File: src/odacb_cfg.svh
// Purpose: shared constants for the eight-channel dac board bus logic
// Assumes: included by bare name from both ends
// Notes:   offsets, field positions, reset values and codes
//
// Functional notes
// - dac word: two power-down bits, 12-bit code
// - load strobe after sixteenth shifted bit
// - answer only address 0010 000z yxMM
// - open jumper reads one, shorted reads zero
// - logical number is z,y,x; default seven
// - low two address bits pick operation
// - select-mode read returns 1010 presence code
// - host sends data bit in bit 0
// - host writes clock low, high, low per bit
// - host writes zero before and after eeprom
// - host resets bus, addresses, then transfers
// - op 00 data, 01 eeprom, 10 select
// - 0111 ref on, 0110 off, 1xxx channel
// - eeprom: wr bit0 data, bit1 clock, rd bit0
// - reset puts every dac in power-down 3
`ifndef ODACB_CFG_SVH
`define ODACB_CFG_SVH

// ----------------------------------------
// bus address and codes
// ----------------------------------------
`define ODACB_ADR_LOW_VAL  4'h2
`define ODACB_ADR_MID_TOP  3'h0
`define ODACB_PRESENCE     4'ha
`define ODACB_REF_ON_CODE  4'h7
`define ODACB_REF_OFF_CODE 4'h6
`define ODACB_CHAN_BIT     3

// ----------------------------------------
// dac word layout
// ----------------------------------------
`define ODACB_WORD_BITS    16
`define ODACB_PD_LSB       12
`define ODACB_WORD_RESET   16'h3000

// ----------------------------------------
// host apb map and fields
// ----------------------------------------
`define ODACB_CMD_OFS      12'h000
`define ODACB_DATA_OFS     12'h004
`define ODACB_STATUS_OFS   12'h008
`define ODACB_CMD_NIB_LSB  0
`define ODACB_CMD_CODE_LSB 4
`define ODACB_CMD_OP_LSB   8
`define ODACB_CMD_BRD_LSB  10
`define ODACB_ST_BUSY      0
`define ODACB_ST_PRESENT   1
`define ODACB_ST_RST_DONE  2
`define ODACB_ST_NIB_LSB   4

`endif

File: src/odacb_pkg.sv
// Purpose: types shared by both ends of the dac board bus
// Assumes: nothing
// Notes:   numbers live in odacb_cfg.svh
package odacb_pkg;

  typedef enum logic [1:0] {
    OP_DATA   = 2'b00,
    OP_EEPROM = 2'b01,
    OP_SELECT = 2'b10,
    OP_NONE   = 2'b11
  } odacb_op_type;

  typedef enum logic [2:0] {
    CMD_RESET  = 3'b000,
    CMD_SELECT = 3'b001,
    CMD_WRITE  = 3'b010,
    CMD_READ   = 3'b011,
    CMD_WORD   = 3'b100,
    CMD_EEIDLE = 3'b101
  } odacb_cmd_type;

  typedef enum logic [3:0] {
    ST_IDLE  = 4'b0000,
    ST_RST   = 4'b0001,
    ST_ADR0  = 4'b0010,
    ST_ADR1  = 4'b0011,
    ST_ADR2  = 4'b0100,
    ST_WR    = 4'b0101,
    ST_SHIFT = 4'b0110,
    ST_RD    = 4'b0111,
    ST_CAPT  = 4'b1000
  } odacb_state_type;

endpackage : odacb_pkg

File: src/odacb_bus_if.sv
// Purpose: expansion bus between host controller and dac board
// Assumes: one clock, all signals driven from flops
// Notes:   rdata only meaningful with rvalid
`timescale 1ns/1ns
interface odacb_bus_if;
  logic       bus_reset;
  logic       bus_address_low_write;
  logic       bus_address_mid_write;
  logic       bus_address_high_write;
  logic       bus_nibble_write;
  logic       bus_nibble_read;
  logic [3:0] bus_wdata;
  logic [3:0] bus_rdata;
  logic       bus_rvalid;

  modport host_end (
    output bus_reset, bus_address_low_write, bus_address_mid_write,
    output bus_address_high_write, bus_nibble_write, bus_nibble_read,
    output bus_wdata,
    input  bus_rdata, bus_rvalid
  );

  modport board_end (
    input  bus_reset, bus_address_low_write, bus_address_mid_write,
    input  bus_address_high_write, bus_nibble_write, bus_nibble_read,
    input  bus_wdata,
    output bus_rdata, bus_rvalid
  );
endinterface : odacb_bus_if

File: src/odacb_board_end.sv
// Purpose: board logic of the eight-channel dac card
// Assumes: host keeps the bus order and bit sequencing
// Notes:   dac words are kept on board as the chips' latches
//
// The register addresses and the APB register port are this design's own decisions.
`timescale 1ns/1ns
`include "odacb_cfg.svh"
module odacb_board_end
  import odacb_pkg::*;
#(
  parameter int CHANNELS = 8
) (
  input  wire logic                     sys_clk,
  input  wire logic                     rstn,
  odacb_bus_if.board_end                bus,
  input  wire logic [2:0]               board_address_jumpers,
  input  wire logic                     ee_sda_in,
  output logic                          ee_sda_out,
  output logic                          ee_sda_oe,
  output logic                          ee_scl,
  output logic                          dac_sdata,
  output logic                          dac_sclk,
  output logic [CHANNELS-1:0]           dac_sync_n,
  output logic [CHANNELS-1:0]           dac_load,
  output logic [`ODACB_WORD_BITS*CHANNELS-1:0] dac_words,
  output logic                          ref_on,
  output logic                          board_selected,
  output logic [2:0]                    board_number
);

  // ----------------------------------------
  // pin synchronisers
  // ----------------------------------------
  logic [2:0] jmp_s1_reg, jmp_s2_reg, jmp_s3_reg, jumper_reg;
  logic       sda_s1_reg, sda_s2_reg, sda_s3_reg, sda_reg;

  always_ff @(posedge sys_clk) begin
    if (!rstn) begin
      jmp_s1_reg <= 3'h7;
      jmp_s2_reg <= 3'h7;
      jmp_s3_reg <= 3'h7;
    end else begin
      jmp_s1_reg <= board_address_jumpers;
      jmp_s2_reg <= jmp_s1_reg;
      jmp_s3_reg <= jmp_s2_reg;
    end
  end

  // open pair pulls high, so the level is the bit itself
  always_ff @(posedge sys_clk) begin
    if (!rstn) begin
      jumper_reg <= 3'h7;
    end else if (jmp_s2_reg == jmp_s3_reg) begin
      jumper_reg <= jmp_s3_reg;
    end
  end

  always_ff @(posedge sys_clk) begin
    if (!rstn) begin
      sda_s1_reg <= 1'b1;
      sda_s2_reg <= 1'b1;
      sda_s3_reg <= 1'b1;
      sda_reg    <= 1'b1;
    end else begin
      sda_s1_reg <= ee_sda_in;
      sda_s2_reg <= sda_s1_reg;
      sda_s3_reg <= sda_s2_reg;
      if (sda_s2_reg == sda_s3_reg) begin
        sda_reg <= sda_s3_reg;
      end
    end
  end

  // ----------------------------------------
  // address capture and decode
  // ----------------------------------------
  logic [3:0]   adr_low_reg, adr_mid_reg, adr_high_reg;
  logic         match;
  odacb_op_type op;

  always_ff @(posedge sys_clk) begin
    if (!rstn || bus.bus_reset) begin
      adr_low_reg  <= 4'h0;
      adr_mid_reg  <= 4'h0;
      adr_high_reg <= 4'h0;
    end else begin
      if (bus.bus_address_low_write) adr_low_reg <= bus.bus_wdata;
      if (bus.bus_address_mid_write) adr_mid_reg <= bus.bus_wdata;
      if (bus.bus_address_high_write) adr_high_reg <= bus.bus_wdata;
    end
  end

  // jumper order is z, y, x from msb down
  always_comb begin
    match = (adr_low_reg == `ODACB_ADR_LOW_VAL) &&
            (adr_mid_reg == {`ODACB_ADR_MID_TOP, jumper_reg[2]}) &&
            (adr_high_reg[3:2] == jumper_reg[1:0]);
    op = odacb_op_type'(adr_high_reg[1:0]);
  end

  always_ff @(posedge sys_clk) begin
    if (!rstn) begin
      board_selected <= 1'b0;
      board_number   <= 3'h7;
    end else begin
      board_selected <= match;
      board_number   <= jumper_reg;
    end
  end

  logic wr_hit, rd_hit, adr_any;
  assign wr_hit  = bus.bus_nibble_write && match;
  assign rd_hit  = bus.bus_nibble_read && match;
  assign adr_any = bus.bus_address_low_write || bus.bus_address_mid_write ||
                   bus.bus_address_high_write;

  // ----------------------------------------
  // select mode: reference and channel
  // ----------------------------------------
  logic [2:0] chan_reg;
  logic       chan_valid_reg;

  always_ff @(posedge sys_clk) begin
    if (!rstn) begin
      ref_on         <= 1'b0;
      chan_reg       <= 3'h0;
      chan_valid_reg <= 1'b0;
    end else if (bus.bus_reset) begin
      chan_valid_reg <= 1'b0;
    end else if (wr_hit && op == OP_SELECT) begin
      if (bus.bus_wdata == `ODACB_REF_ON_CODE) ref_on <= 1'b1;
      if (bus.bus_wdata == `ODACB_REF_OFF_CODE) ref_on <= 1'b0;
      if (bus.bus_wdata[`ODACB_CHAN_BIT]) begin
        chan_reg       <= bus.bus_wdata[2:0];
        chan_valid_reg <= 32'(bus.bus_wdata[2:0]) < CHANNELS;
      end
    end
  end

  // ----------------------------------------
  // data mode: serial shift and load
  // ----------------------------------------
  logic [`ODACB_WORD_BITS-1:0] shift_reg, shift_next;
  logic [3:0]                  count_reg;
  logic                        rise;

  assign rise       = wr_hit && op == OP_DATA && chan_valid_reg &&
                      bus.bus_wdata[1] && !dac_sclk;
  assign shift_next = {shift_reg[`ODACB_WORD_BITS-2:0], bus.bus_wdata[0]};

  always_ff @(posedge sys_clk) begin
    if (!rstn) begin
      dac_sdata <= 1'b0;
      dac_sclk  <= 1'b0;
    end else if (wr_hit && op == OP_DATA) begin
      dac_sdata <= bus.bus_wdata[0];
      dac_sclk  <= bus.bus_wdata[1];
    end
  end

  // a new address or channel abandons a partial word
  always_ff @(posedge sys_clk) begin
    if (!rstn || bus.bus_reset || adr_any) begin
      shift_reg <= '0;
      count_reg <= 4'h0;
    end else if (wr_hit && op == OP_SELECT && bus.bus_wdata[`ODACB_CHAN_BIT]) begin
      count_reg <= 4'h0;
    end else if (rise) begin
      shift_reg <= shift_next;
      count_reg <= count_reg + 4'h1;
    end
  end

  genvar gi;
  generate
    for (gi = 0; gi < CHANNELS; gi++) begin : g_chan
      always_ff @(posedge sys_clk) begin
        if (!rstn) begin
          dac_words[gi*`ODACB_WORD_BITS +: `ODACB_WORD_BITS] <= `ODACB_WORD_RESET;
          dac_load[gi]   <= 1'b0;
          dac_sync_n[gi] <= 1'b1;
        end else begin
          dac_sync_n[gi] <= !(match && op == OP_DATA && chan_valid_reg &&
                              32'(chan_reg) == gi);
          dac_load[gi]   <= 1'b0;
          if (rise && count_reg == 4'hf && 32'(chan_reg) == gi) begin
            dac_words[gi*`ODACB_WORD_BITS +: `ODACB_WORD_BITS] <= shift_next;
            dac_load[gi] <= 1'b1;
          end
        end
      end
    end
  endgenerate

  // ----------------------------------------
  // eeprom lines
  // ----------------------------------------
  // data line is open drain: only ever pulled low
  always_ff @(posedge sys_clk) begin
    if (!rstn) begin
      ee_sda_out <= 1'b0;
      ee_sda_oe  <= 1'b0;
      ee_scl     <= 1'b0;
    end else if (wr_hit && op == OP_EEPROM) begin
      ee_sda_out <= 1'b0;
      ee_sda_oe  <= !bus.bus_wdata[0];
      ee_scl     <= bus.bus_wdata[1];
    end
  end

  // ----------------------------------------
  // read answers
  // ----------------------------------------
  logic [3:0] rdata_reg;
  logic       rvalid_reg;

  always_ff @(posedge sys_clk) begin
    if (!rstn) begin
      rdata_reg  <= 4'h0;
      rvalid_reg <= 1'b0;
    end else begin
      rvalid_reg <= rd_hit;
      rdata_reg  <= 4'h0;
      if (rd_hit) begin
        case (op)
          OP_SELECT: rdata_reg <= `ODACB_PRESENCE;
          OP_EEPROM: rdata_reg <= {3'h0, sda_reg};
          default:   rdata_reg <= 4'h0;
        endcase
      end
    end
  end

  assign bus.bus_rdata  = rdata_reg;
  assign bus.bus_rvalid = rvalid_reg;

endmodule : odacb_board_end

File: src/flat_wrapper.sv
// flat-port wrapper written by rule: the top's interface ports become plain ports
module odacb_board_end_flat import odacb_pkg::*;
#(
  parameter int CHANNELS = 8
)
  (sys_clk, rstn, board_address_jumpers, ee_sda_in, ee_sda_out, ee_sda_oe, ee_scl, dac_sdata, dac_sclk, dac_sync_n, dac_load, dac_words, ref_on, board_selected, board_number, bus_bus_reset, bus_bus_address_low_write, bus_bus_address_mid_write, bus_bus_address_high_write, bus_bus_nibble_write, bus_bus_nibble_read, bus_bus_wdata, bus_bus_rdata, bus_bus_rvalid);
  odacb_bus_if bus_i ();
  input  wire logic sys_clk;
  input  wire logic rstn;
  input  wire logic [2:0] board_address_jumpers;
  input  wire logic ee_sda_in;
  output logic ee_sda_out;
  output logic ee_sda_oe;
  output logic ee_scl;
  output logic dac_sdata;
  output logic dac_sclk;
  output logic [CHANNELS-1:0] dac_sync_n;
  output logic [CHANNELS-1:0] dac_load;
  output logic [`ODACB_WORD_BITS*CHANNELS-1:0] dac_words;
  output logic ref_on;
  output logic board_selected;
  output logic [2:0] board_number;
  input wire logic [$bits(bus_i.bus_reset)-1:0] bus_bus_reset;
  input wire logic [$bits(bus_i.bus_address_low_write)-1:0] bus_bus_address_low_write;
  input wire logic [$bits(bus_i.bus_address_mid_write)-1:0] bus_bus_address_mid_write;
  input wire logic [$bits(bus_i.bus_address_high_write)-1:0] bus_bus_address_high_write;
  input wire logic [$bits(bus_i.bus_nibble_write)-1:0] bus_bus_nibble_write;
  input wire logic [$bits(bus_i.bus_nibble_read)-1:0] bus_bus_nibble_read;
  input wire logic [$bits(bus_i.bus_wdata)-1:0] bus_bus_wdata;
  output wire logic [$bits(bus_i.bus_rdata)-1:0] bus_bus_rdata;
  output wire logic [$bits(bus_i.bus_rvalid)-1:0] bus_bus_rvalid;
  assign bus_i.bus_reset = bus_bus_reset;
  assign bus_i.bus_address_low_write = bus_bus_address_low_write;
  assign bus_i.bus_address_mid_write = bus_bus_address_mid_write;
  assign bus_i.bus_address_high_write = bus_bus_address_high_write;
  assign bus_i.bus_nibble_write = bus_bus_nibble_write;
  assign bus_i.bus_nibble_read = bus_bus_nibble_read;
  assign bus_i.bus_wdata = bus_bus_wdata;
  assign bus_bus_rdata = bus_i.bus_rdata;
  assign bus_bus_rvalid = bus_i.bus_rvalid;
  odacb_board_end #(.CHANNELS(CHANNELS)) u_core (.sys_clk(sys_clk), .rstn(rstn), .bus(bus_i), .board_address_jumpers(board_address_jumpers), .ee_sda_in(ee_sda_in), .ee_sda_out(ee_sda_out), .ee_sda_oe(ee_sda_oe), .ee_scl(ee_scl), .dac_sdata(dac_sdata), .dac_sclk(dac_sclk), .dac_sync_n(dac_sync_n), .dac_load(dac_load), .dac_words(dac_words), .ref_on(ref_on), .board_selected(board_selected), .board_number(board_number));
endmodule
File: config.mk
export PLATFORM = sky130hd
export DESIGN_NAME = odacb_board_end_flat
export DESIGN_NICKNAME = d
export VERILOG_FILES = /design/src/odacb_pkg.sv /design/src/odacb_bus_if.sv /design/src/odacb_board_end.sv /design/src/flat_wrapper.sv
export VERILOG_INCLUDE_DIRS = /design/src
export SDC_FILE = /design/constraint.sdc
export NUM_CORES = 1
export LEC_CHECK = 0
export BUFFER_PORTS_ARGS = -buffer_cell sky130_fd_sc_hd__buf_4
export CORE_MARGIN = 4
export CORE_UTILIZATION = 55
export CTS_BUF_LIST = sky130_fd_sc_hd__clkbuf_16
export DETAILED_ROUTE_END_ITERATION = 8
export PLACE_DENSITY = 0.86
export RECOVER_POWER = 100
export SETUP_SLACK_MARGIN = 0.15
export SLEW_MARGIN = 25
export SYNTH_ARGS = -nofsm -noshare
export SYNTH_HDL_FRONTEND = slang
export SYNTH_SLANG_ARGS = --single-unit
File: constraint.sdc
create_clock -name sys_clk -period 4.5 [get_ports sys_clk]
set_clock_uncertainty 0.15 [all_clocks]
set_input_delay 1.35 -clock sys_clk [delete_from_list [all_inputs] [get_ports sys_clk]]
set_output_delay 1.35 -clock sys_clk [all_outputs]
set_load 0.02 [all_outputs]
==> results of run 1 <==
-- power breakdown --
group	total [mW]	leakage [nW]	internal [mW]	switching, mW
registers	1.85	1.67	1.84	0.00594
clock network	1.58	0.315	0.901	0.674
logic	0.0827	1.85	0.0255	0.0572
-- worst max-delay path: stages --
cell	delay (ps)
clkbuf_1	330
nor4bb_1	510
nand4_1	150
clkbuf_1	350
nor3_4	600
buf_12	220
mux2i_1	190
-- synth_stat cells (7+ instances only) --
cell / instances / area share [%]
o21ai_0: 21 / 1.4
nand2_1: 146 / 7.2
buf_6: 8 / 1.2
nand2b_1: 17 / 1.4
nand3_1: 22 / 1.4
a21oi_1: 26 / 1.7
clkbuf_1: 37 / 1.8
nor2_1: 35 / 1.7
nand3_2: 7 / 0.92
nor3_1: 7 / 0.46
mux2i_1: 145 / 19
dfxtp_1: 207 / 54
-- per-layer routing --
| metal | up-vias | share of wire [%] | track usage [%] |
|---|---|---|---|
| met2 | 214 | 47 | 36.90 |
| met5 | - | 0 | 0 |
| li1 | 2867 | - | - |
| met1 | 2777 | 45 | 31.42 |
| met3 | 28 | 6.2 | 3.937 |
| met4 | 0 | 2.3 | 7.319 |
-- stage by stage --
| stage | total power [mW] | hold slack, ps | setup slack [ps] |
|---|---|---|---|
| 2_1_floorplan | 1.945 | 236.3 | 1123 |
| 3_3_place_gp | 1.969 | 238.2 | 1016 |
| 3_5_place_dp | 1.970 | 243.0 | 923.5 |
| 4_1_cts | 3.528 | 256.2 | 1384 |
| 5_1_grt | 3.617 | 271.4 | 825.3 |
| 6_report | 3.504 | 255.5 | 1034 |
-- cell type report --
class | instances | area, um2
Fill cell | 1180 | 4452
Sequential cell | 207 | 4144
Multi-Input combinational cell | 493 | 3246
Timing Repair Buffer | 179 | 759.5
Clock buffer | 21 | 525.5
Tap cell | 176 | 220.2
Clock inverter | 14 | 91.34
Inverter | 4 | 15.01
-- how the worst min path moves through the flow --
stage | cells past startpoint | slack, ps | end
after detailed placement | 1 | 240 | u_core.sda_s2_reg$_SDFF_PN1_
after CTS | 1 | 260 | u_core.sda_s2_reg$_SDFF_PN1_
final | 1 | 260 | u_core.sda_s2_reg$_SDFF_PN1_
after global placement | 1 | 240 | u_core.sda_s2_reg$_SDFF_PN1_
after global routing | 1 | 270 | u_core.jmp_s2_reg[2]$_SDFF_PN1_
after floorplan | 1 | 240 | u_core.jmp_s2_reg[0]$_SDFF_PN1_
-- logic make-up (layout without fill, tap and decap cells) --
family	count (synthesis)	in the layout	share of synthesized area, %
other	1	2	0.04897
buffers and inverters	56	218	3.693
and+or+nand+nor	282	282	18.30
xor gates and xnor gates	6	6	0.6864
adders and majority gates	1	1	0.1634
DFF	207	207	54.12
AOI/OAI and AO/OA	57	57	4.036
muxes	145	145	18.95
==> flow_summary.toml, run 1 <==
[sta]
hold_viol_final = 0
period_minus_slack_ps = 3466
setup-violations-final = 0
setup_tns_ps = 0
rsz0062_at_grt = "no"
max_slew_margin_pct = 35.29
fin_crit_sh_pct = 77.02
fmax_mhz = 288.5
final_max_slew_viol_count = 0
tightest_slew_ps = 970.6

[clocking]
clockBufferDepth = 3
cts-root-buf = "clkbuf_16"
clk_latency_ps = 480
cts.clk_slew.worst_paths_ps = 60
cts_resized = 0
cts-htree-levels = 1
numCtsBuffers = 21
postCtsHoldBufs = 0
cts_sinks = 207
cts_tree = "done"
post-cts-setup-buffers = 0

[setup_path]
reg2regPathDepth = 4
r2r_end = "u_core.dac_words[86]$_SDFFE_PN0P_"
critPathArrivalTime_ps = 3710
crit_start = "bus_bus_wdata[1]"
cp-endpoint = "u_core.dac_words[103]$_SDFFE_PN0P_"
r2r_start = "u_core.adr_low_reg[2]$_SDFFE_PP0P_"
cp_max_fo = 19
path_class = "input pin to register"
worstPathRequired_ps = 4750
cp-start-kind = "input pin"
worst_setup_path_end_kind = "register"
ff2ff_setup_slack_ps = 1580

[power]
powerDensity_nw_per_um2 = 389.3
peakVddDrop_mv = 0.3193
leakagePower_nw = 3.834

[yosys]
synth_edf_count = 0
async_flop_share_pct = 0
ys_seq_area_share_pct = 54.12
synth_area_per_cell_um2 = 10.14
netlist_area_um2 = 7657
synth-main-ff-cell = "dfxtp_1"
synth_cell_types = 43
synth_warnings = 0
syn-instance-count = 755
ys_seq_elements = 207

[detailed_routing]
postRouteAntennaNets = 0
routed_wl_um = 19060
vias = 5886
drt_iter0_drc = 538
drc = 0
wl_per_cell_um = 17.42
firstDrtPassIters = 5
vias_per_cell = 5.380

[global_route]
overflow = 0
grt_pass1_vias = 5648
grt_pass1_wl_um = 30040
grt_max_degree = 69
track_usage_pct = 22.86
antenna_found_initial = 0

[placed_design]
placedCellCount = 1059
routabilityCongestion = 0.8855
dp_hpwl_um = 12790
numPortBuffers = 172
place_area_um2 = 8981

[cells_and_area]
diodes = 0
area_delta_synth_final_pct = 17.55
fin_area_um2 = 9001
layout_commonest_cell = "dfxtp_1"
layout_common_cells = "dfxtp_1 (207), clkbuf_1 (159), nand2_1 (146), mux2i_1 (145), nor2_1 (35)"
final_core_util_pct = 66.91
drive_gt1_share_pct = 6.863
stdcell_count = 1094
largest_register_ff_count = 128
nets = 923

[run_status]
status = "finished clean"

[floorplanning]
die_h_um = 126.0
die_area_um2 = 15870
dieWidth_um = 126.0
io_pins = 175
coreArea_um2 = 13450
rows = 42
initial_core_util_pct = 56.92

[job]
max_cap_violations = 0

[worst_hold_path]
hold_path.startpoint = "u_core.sda_s1_reg$_SDFF_PN1_"
hold_path.class = "register to register"
Power figures use the tool's default switching activity.
==> run 2: changes to the inputs <==
--- a/config.mk
+++ b/config.mk
@@ -8,10 +8,10 @@
 export LEC_CHECK = 0
 export BUFFER_PORTS_ARGS = -buffer_cell sky130_fd_sc_hd__buf_4
 export CORE_MARGIN = 4
-export CORE_UTILIZATION = 55
+export CORE_UTILIZATION = 48
 export CTS_BUF_LIST = sky130_fd_sc_hd__clkbuf_16
 export DETAILED_ROUTE_END_ITERATION = 8
-export PLACE_DENSITY = 0.86
+export PLACE_DENSITY = 0.8
 export RECOVER_POWER = 100
 export SETUP_SLACK_MARGIN = 0.15
 export SLEW_MARGIN = 25
==> constraint.sdc (replaced) <==
create_clock -name sys_clk -period 3.1 [get_ports sys_clk]
set_clock_uncertainty 0.15 [all_clocks]
set_input_delay 0.93 -clock sys_clk [delete_from_list [all_inputs] [get_ports sys_clk]]
set_output_delay 0.93 -clock sys_clk [all_outputs]
set_load 0.02 [all_outputs]
==> run 2 against run 1 <==
- first-iteration DRC count is 41% lower
- wire length increased by 2.0%
- sequential cell count is the same
- utilization down 8.0 points
- design area increased by 0.99%
- critical endpoint is now u_core.dac_words[92]$_SDFFE_PN1P_
- worst hold slack better by 1.2 ps
- clock-buffer cell count stayed put
==> flow_summary.toml, run 2 (same netlist as run 1, synthesis figures left out) <==
[setup_path]
reg2regPathDepth = 5
critPathArrivalTime_ps = 2890
worstPathRequired_ps = 3280
cp_max_fo = 16
worst_setup_path_end_kind = "register"
crit_slowest_cell = "or4b_2"
path_cells = "or4b_2 -> nor4_4 -> nand3_2 -> clkbuf_2 -> mux2i_1"
cp-start-kind = "register"
critPathMaxStageDelay_ps = 780
path_class = "register to register"
cpLargestDelayFamily = "simple AND/OR/NAND/NOR gates"
crit_cells = 5
worst-path-buf-inv = 1

[power]
seqPwrFrac_pct = 53.8
p_sw_mw = 1.053
powerDensity_nw_per_um2 = 548.1
p_clk_share_pct = 43.7
p_int_mw = 3.930
p_comb_share_pct = 2.5
leakagePower_nw = 3.891
peakVddDrop_mv = 0.3648
sw_frac_of_total_pct = 21.13

[detailed_routing]
postRouteAntennaNets = 0
drt_iter0_drc = 320
vias = 5940
drc = 0
wl_per_cell_um = 17.01
vias_per_cell = 5.197
firstDrtPassIters = 5
routed_wl_um = 19440

[global_route]
antenna_found_initial = 0
grt_pass1_wl_um = 30500
grt_pass1_vias = 5658
overflow = 0
grt_max_degree = 113
track_usage_pct = 20.74

[clocking]
clockBufferDepth = 3
numCtsBuffers = 21
cts-root-buf = "clkbuf_16"
postCtsHoldBufs = 0
cts_resized = 0
cts_tree = "done"
clk_latency_ps = 480
post-cts-setup-buffers = 0
cts_sinks = 207
cts.clk_slew.worst_paths_ps = 60
cts-htree-levels = 1

[worst_hold_path]
hold_depth = 1
hold_path.class = "register to register"

[floorplanning]
die_area_um2 = 18040
coreArea_um2 = 15430
dieWidth_um = 134.3
initial_core_util_pct = 49.64
rows = 45
io_pins = 175
die_h_um = 134.3

[sta]
setup-violations-final = 0
period_minus_slack_ps = 2707
setup_tns_ps = 0
max_slew_margin_pct = 21.00
fin_crit_sh_pct = 87.32
tightest_slew_ps = 1185
hold_viol_final = 0
rsz0062_at_grt = "no"
final_max_slew_viol_count = 0
fmax_mhz = 369.4

[placed_design]
routabilityCongestion = 0.8611
place_area_um2 = 9138
dp_hpwl_um = 13180
numPortBuffers = 172

[cells_and_area]
layout_commonest_cell = "dfxtp_1"
ff_latch_area_um2 = 4144
drive_gt1_share_pct = 7.511
diodes = 0
multiInputGateArea_um2 = 3246
largest_register_ff_count = 128
n_fill_cell = 1502
fin_area_um2 = 9090
area_delta_synth_final_pct = 18.71
final_core_util_pct = 58.92
nets = 938
layout_common_cells = "dfxtp_1 (207), clkbuf_1 (163), nand2_1 (146), mux2i_1 (145), nor2_1 (35)"

[run_status]
status = "finished clean"

[job]
max_cap_violations = 0
run 2: changes by cell type in the layout (fill, tap and decap cells not counted), sizes merged:
cell and change:
buf +4, bufinv -1, clkbuf +11, clkinv -4
clkinvlp -2, inv +6
run 2: layout make-up:
class	instances	share of cell area (%)
clock buffers	21	5.781
clock inverters	13	0.6194
inverters	4	0.1652
multi-input cells	493	35.71
flip-flops and latches	207	45.59
well taps	211	2.904
repair buffers	194	9.236
run 2: worst register-to-register path: stages, from the launching register on:
cell      delay (ps)
dfxtp_1          330
or4b_2           780
nor4_4           490
nand3_2          130
clkbuf_2         440
mux2i_1          250
run 2: final timing paths:
kind                                                         start                                end  slack (ps)
worst max register to register  u_core.adr_low_reg[2]$_SDFFE_PP0P_  u_core.dac_words[92]$_SDFFE_PN1P_         390
worst min register to register     u_core.jmp_s1_reg[2]$_SDFF_PN1_    u_core.jmp_s2_reg[2]$_SDFF_PN1_         260
worst min-delay path               u_core.jmp_s1_reg[2]$_SDFF_PN1_    u_core.jmp_s2_reg[2]$_SDFF_PN1_         260
worst max-delay path            u_core.adr_low_reg[2]$_SDFFE_PP0P_  u_core.dac_words[92]$_SDFFE_PN1P_         390
run 2: through the flow:
stage               std cells  worst slack (ps)  hold slack, ps  total power [mW]
floorplan                 756             244.0           236.3             2.824
global placement         1109             441.8           238.8             2.864
detailed placement       1109             339.0           244.8             2.865
CTS                      1143             629.8           259.1             5.040
global route             1143             206.3           269.5             5.140
finish                   1143             393.2           256.6             4.983
run 2: power groups by stage:
stage,sequential [mW],clock [mW],combinational [mW]
after global placement,2.74,0,0.125
after CTS,2.68,2.23,0.126
final,2.68,2.18,0.123
after detailed placement,2.74,0,0.125
after floorplan,2.74,0,0.0876
after global routing,2.68,2.32,0.135
run 2: layer usage:
layer / vias up / GRT usage, % / wire [um]
met5: - / 0 / 0
met4: 0 / 7.070 / 574
met3: 41 / 4.539 / 1366
met2: 188 / 33.04 / 8963
met1: 2800 / 28.02 / 8539
li1: 2911 / - / -
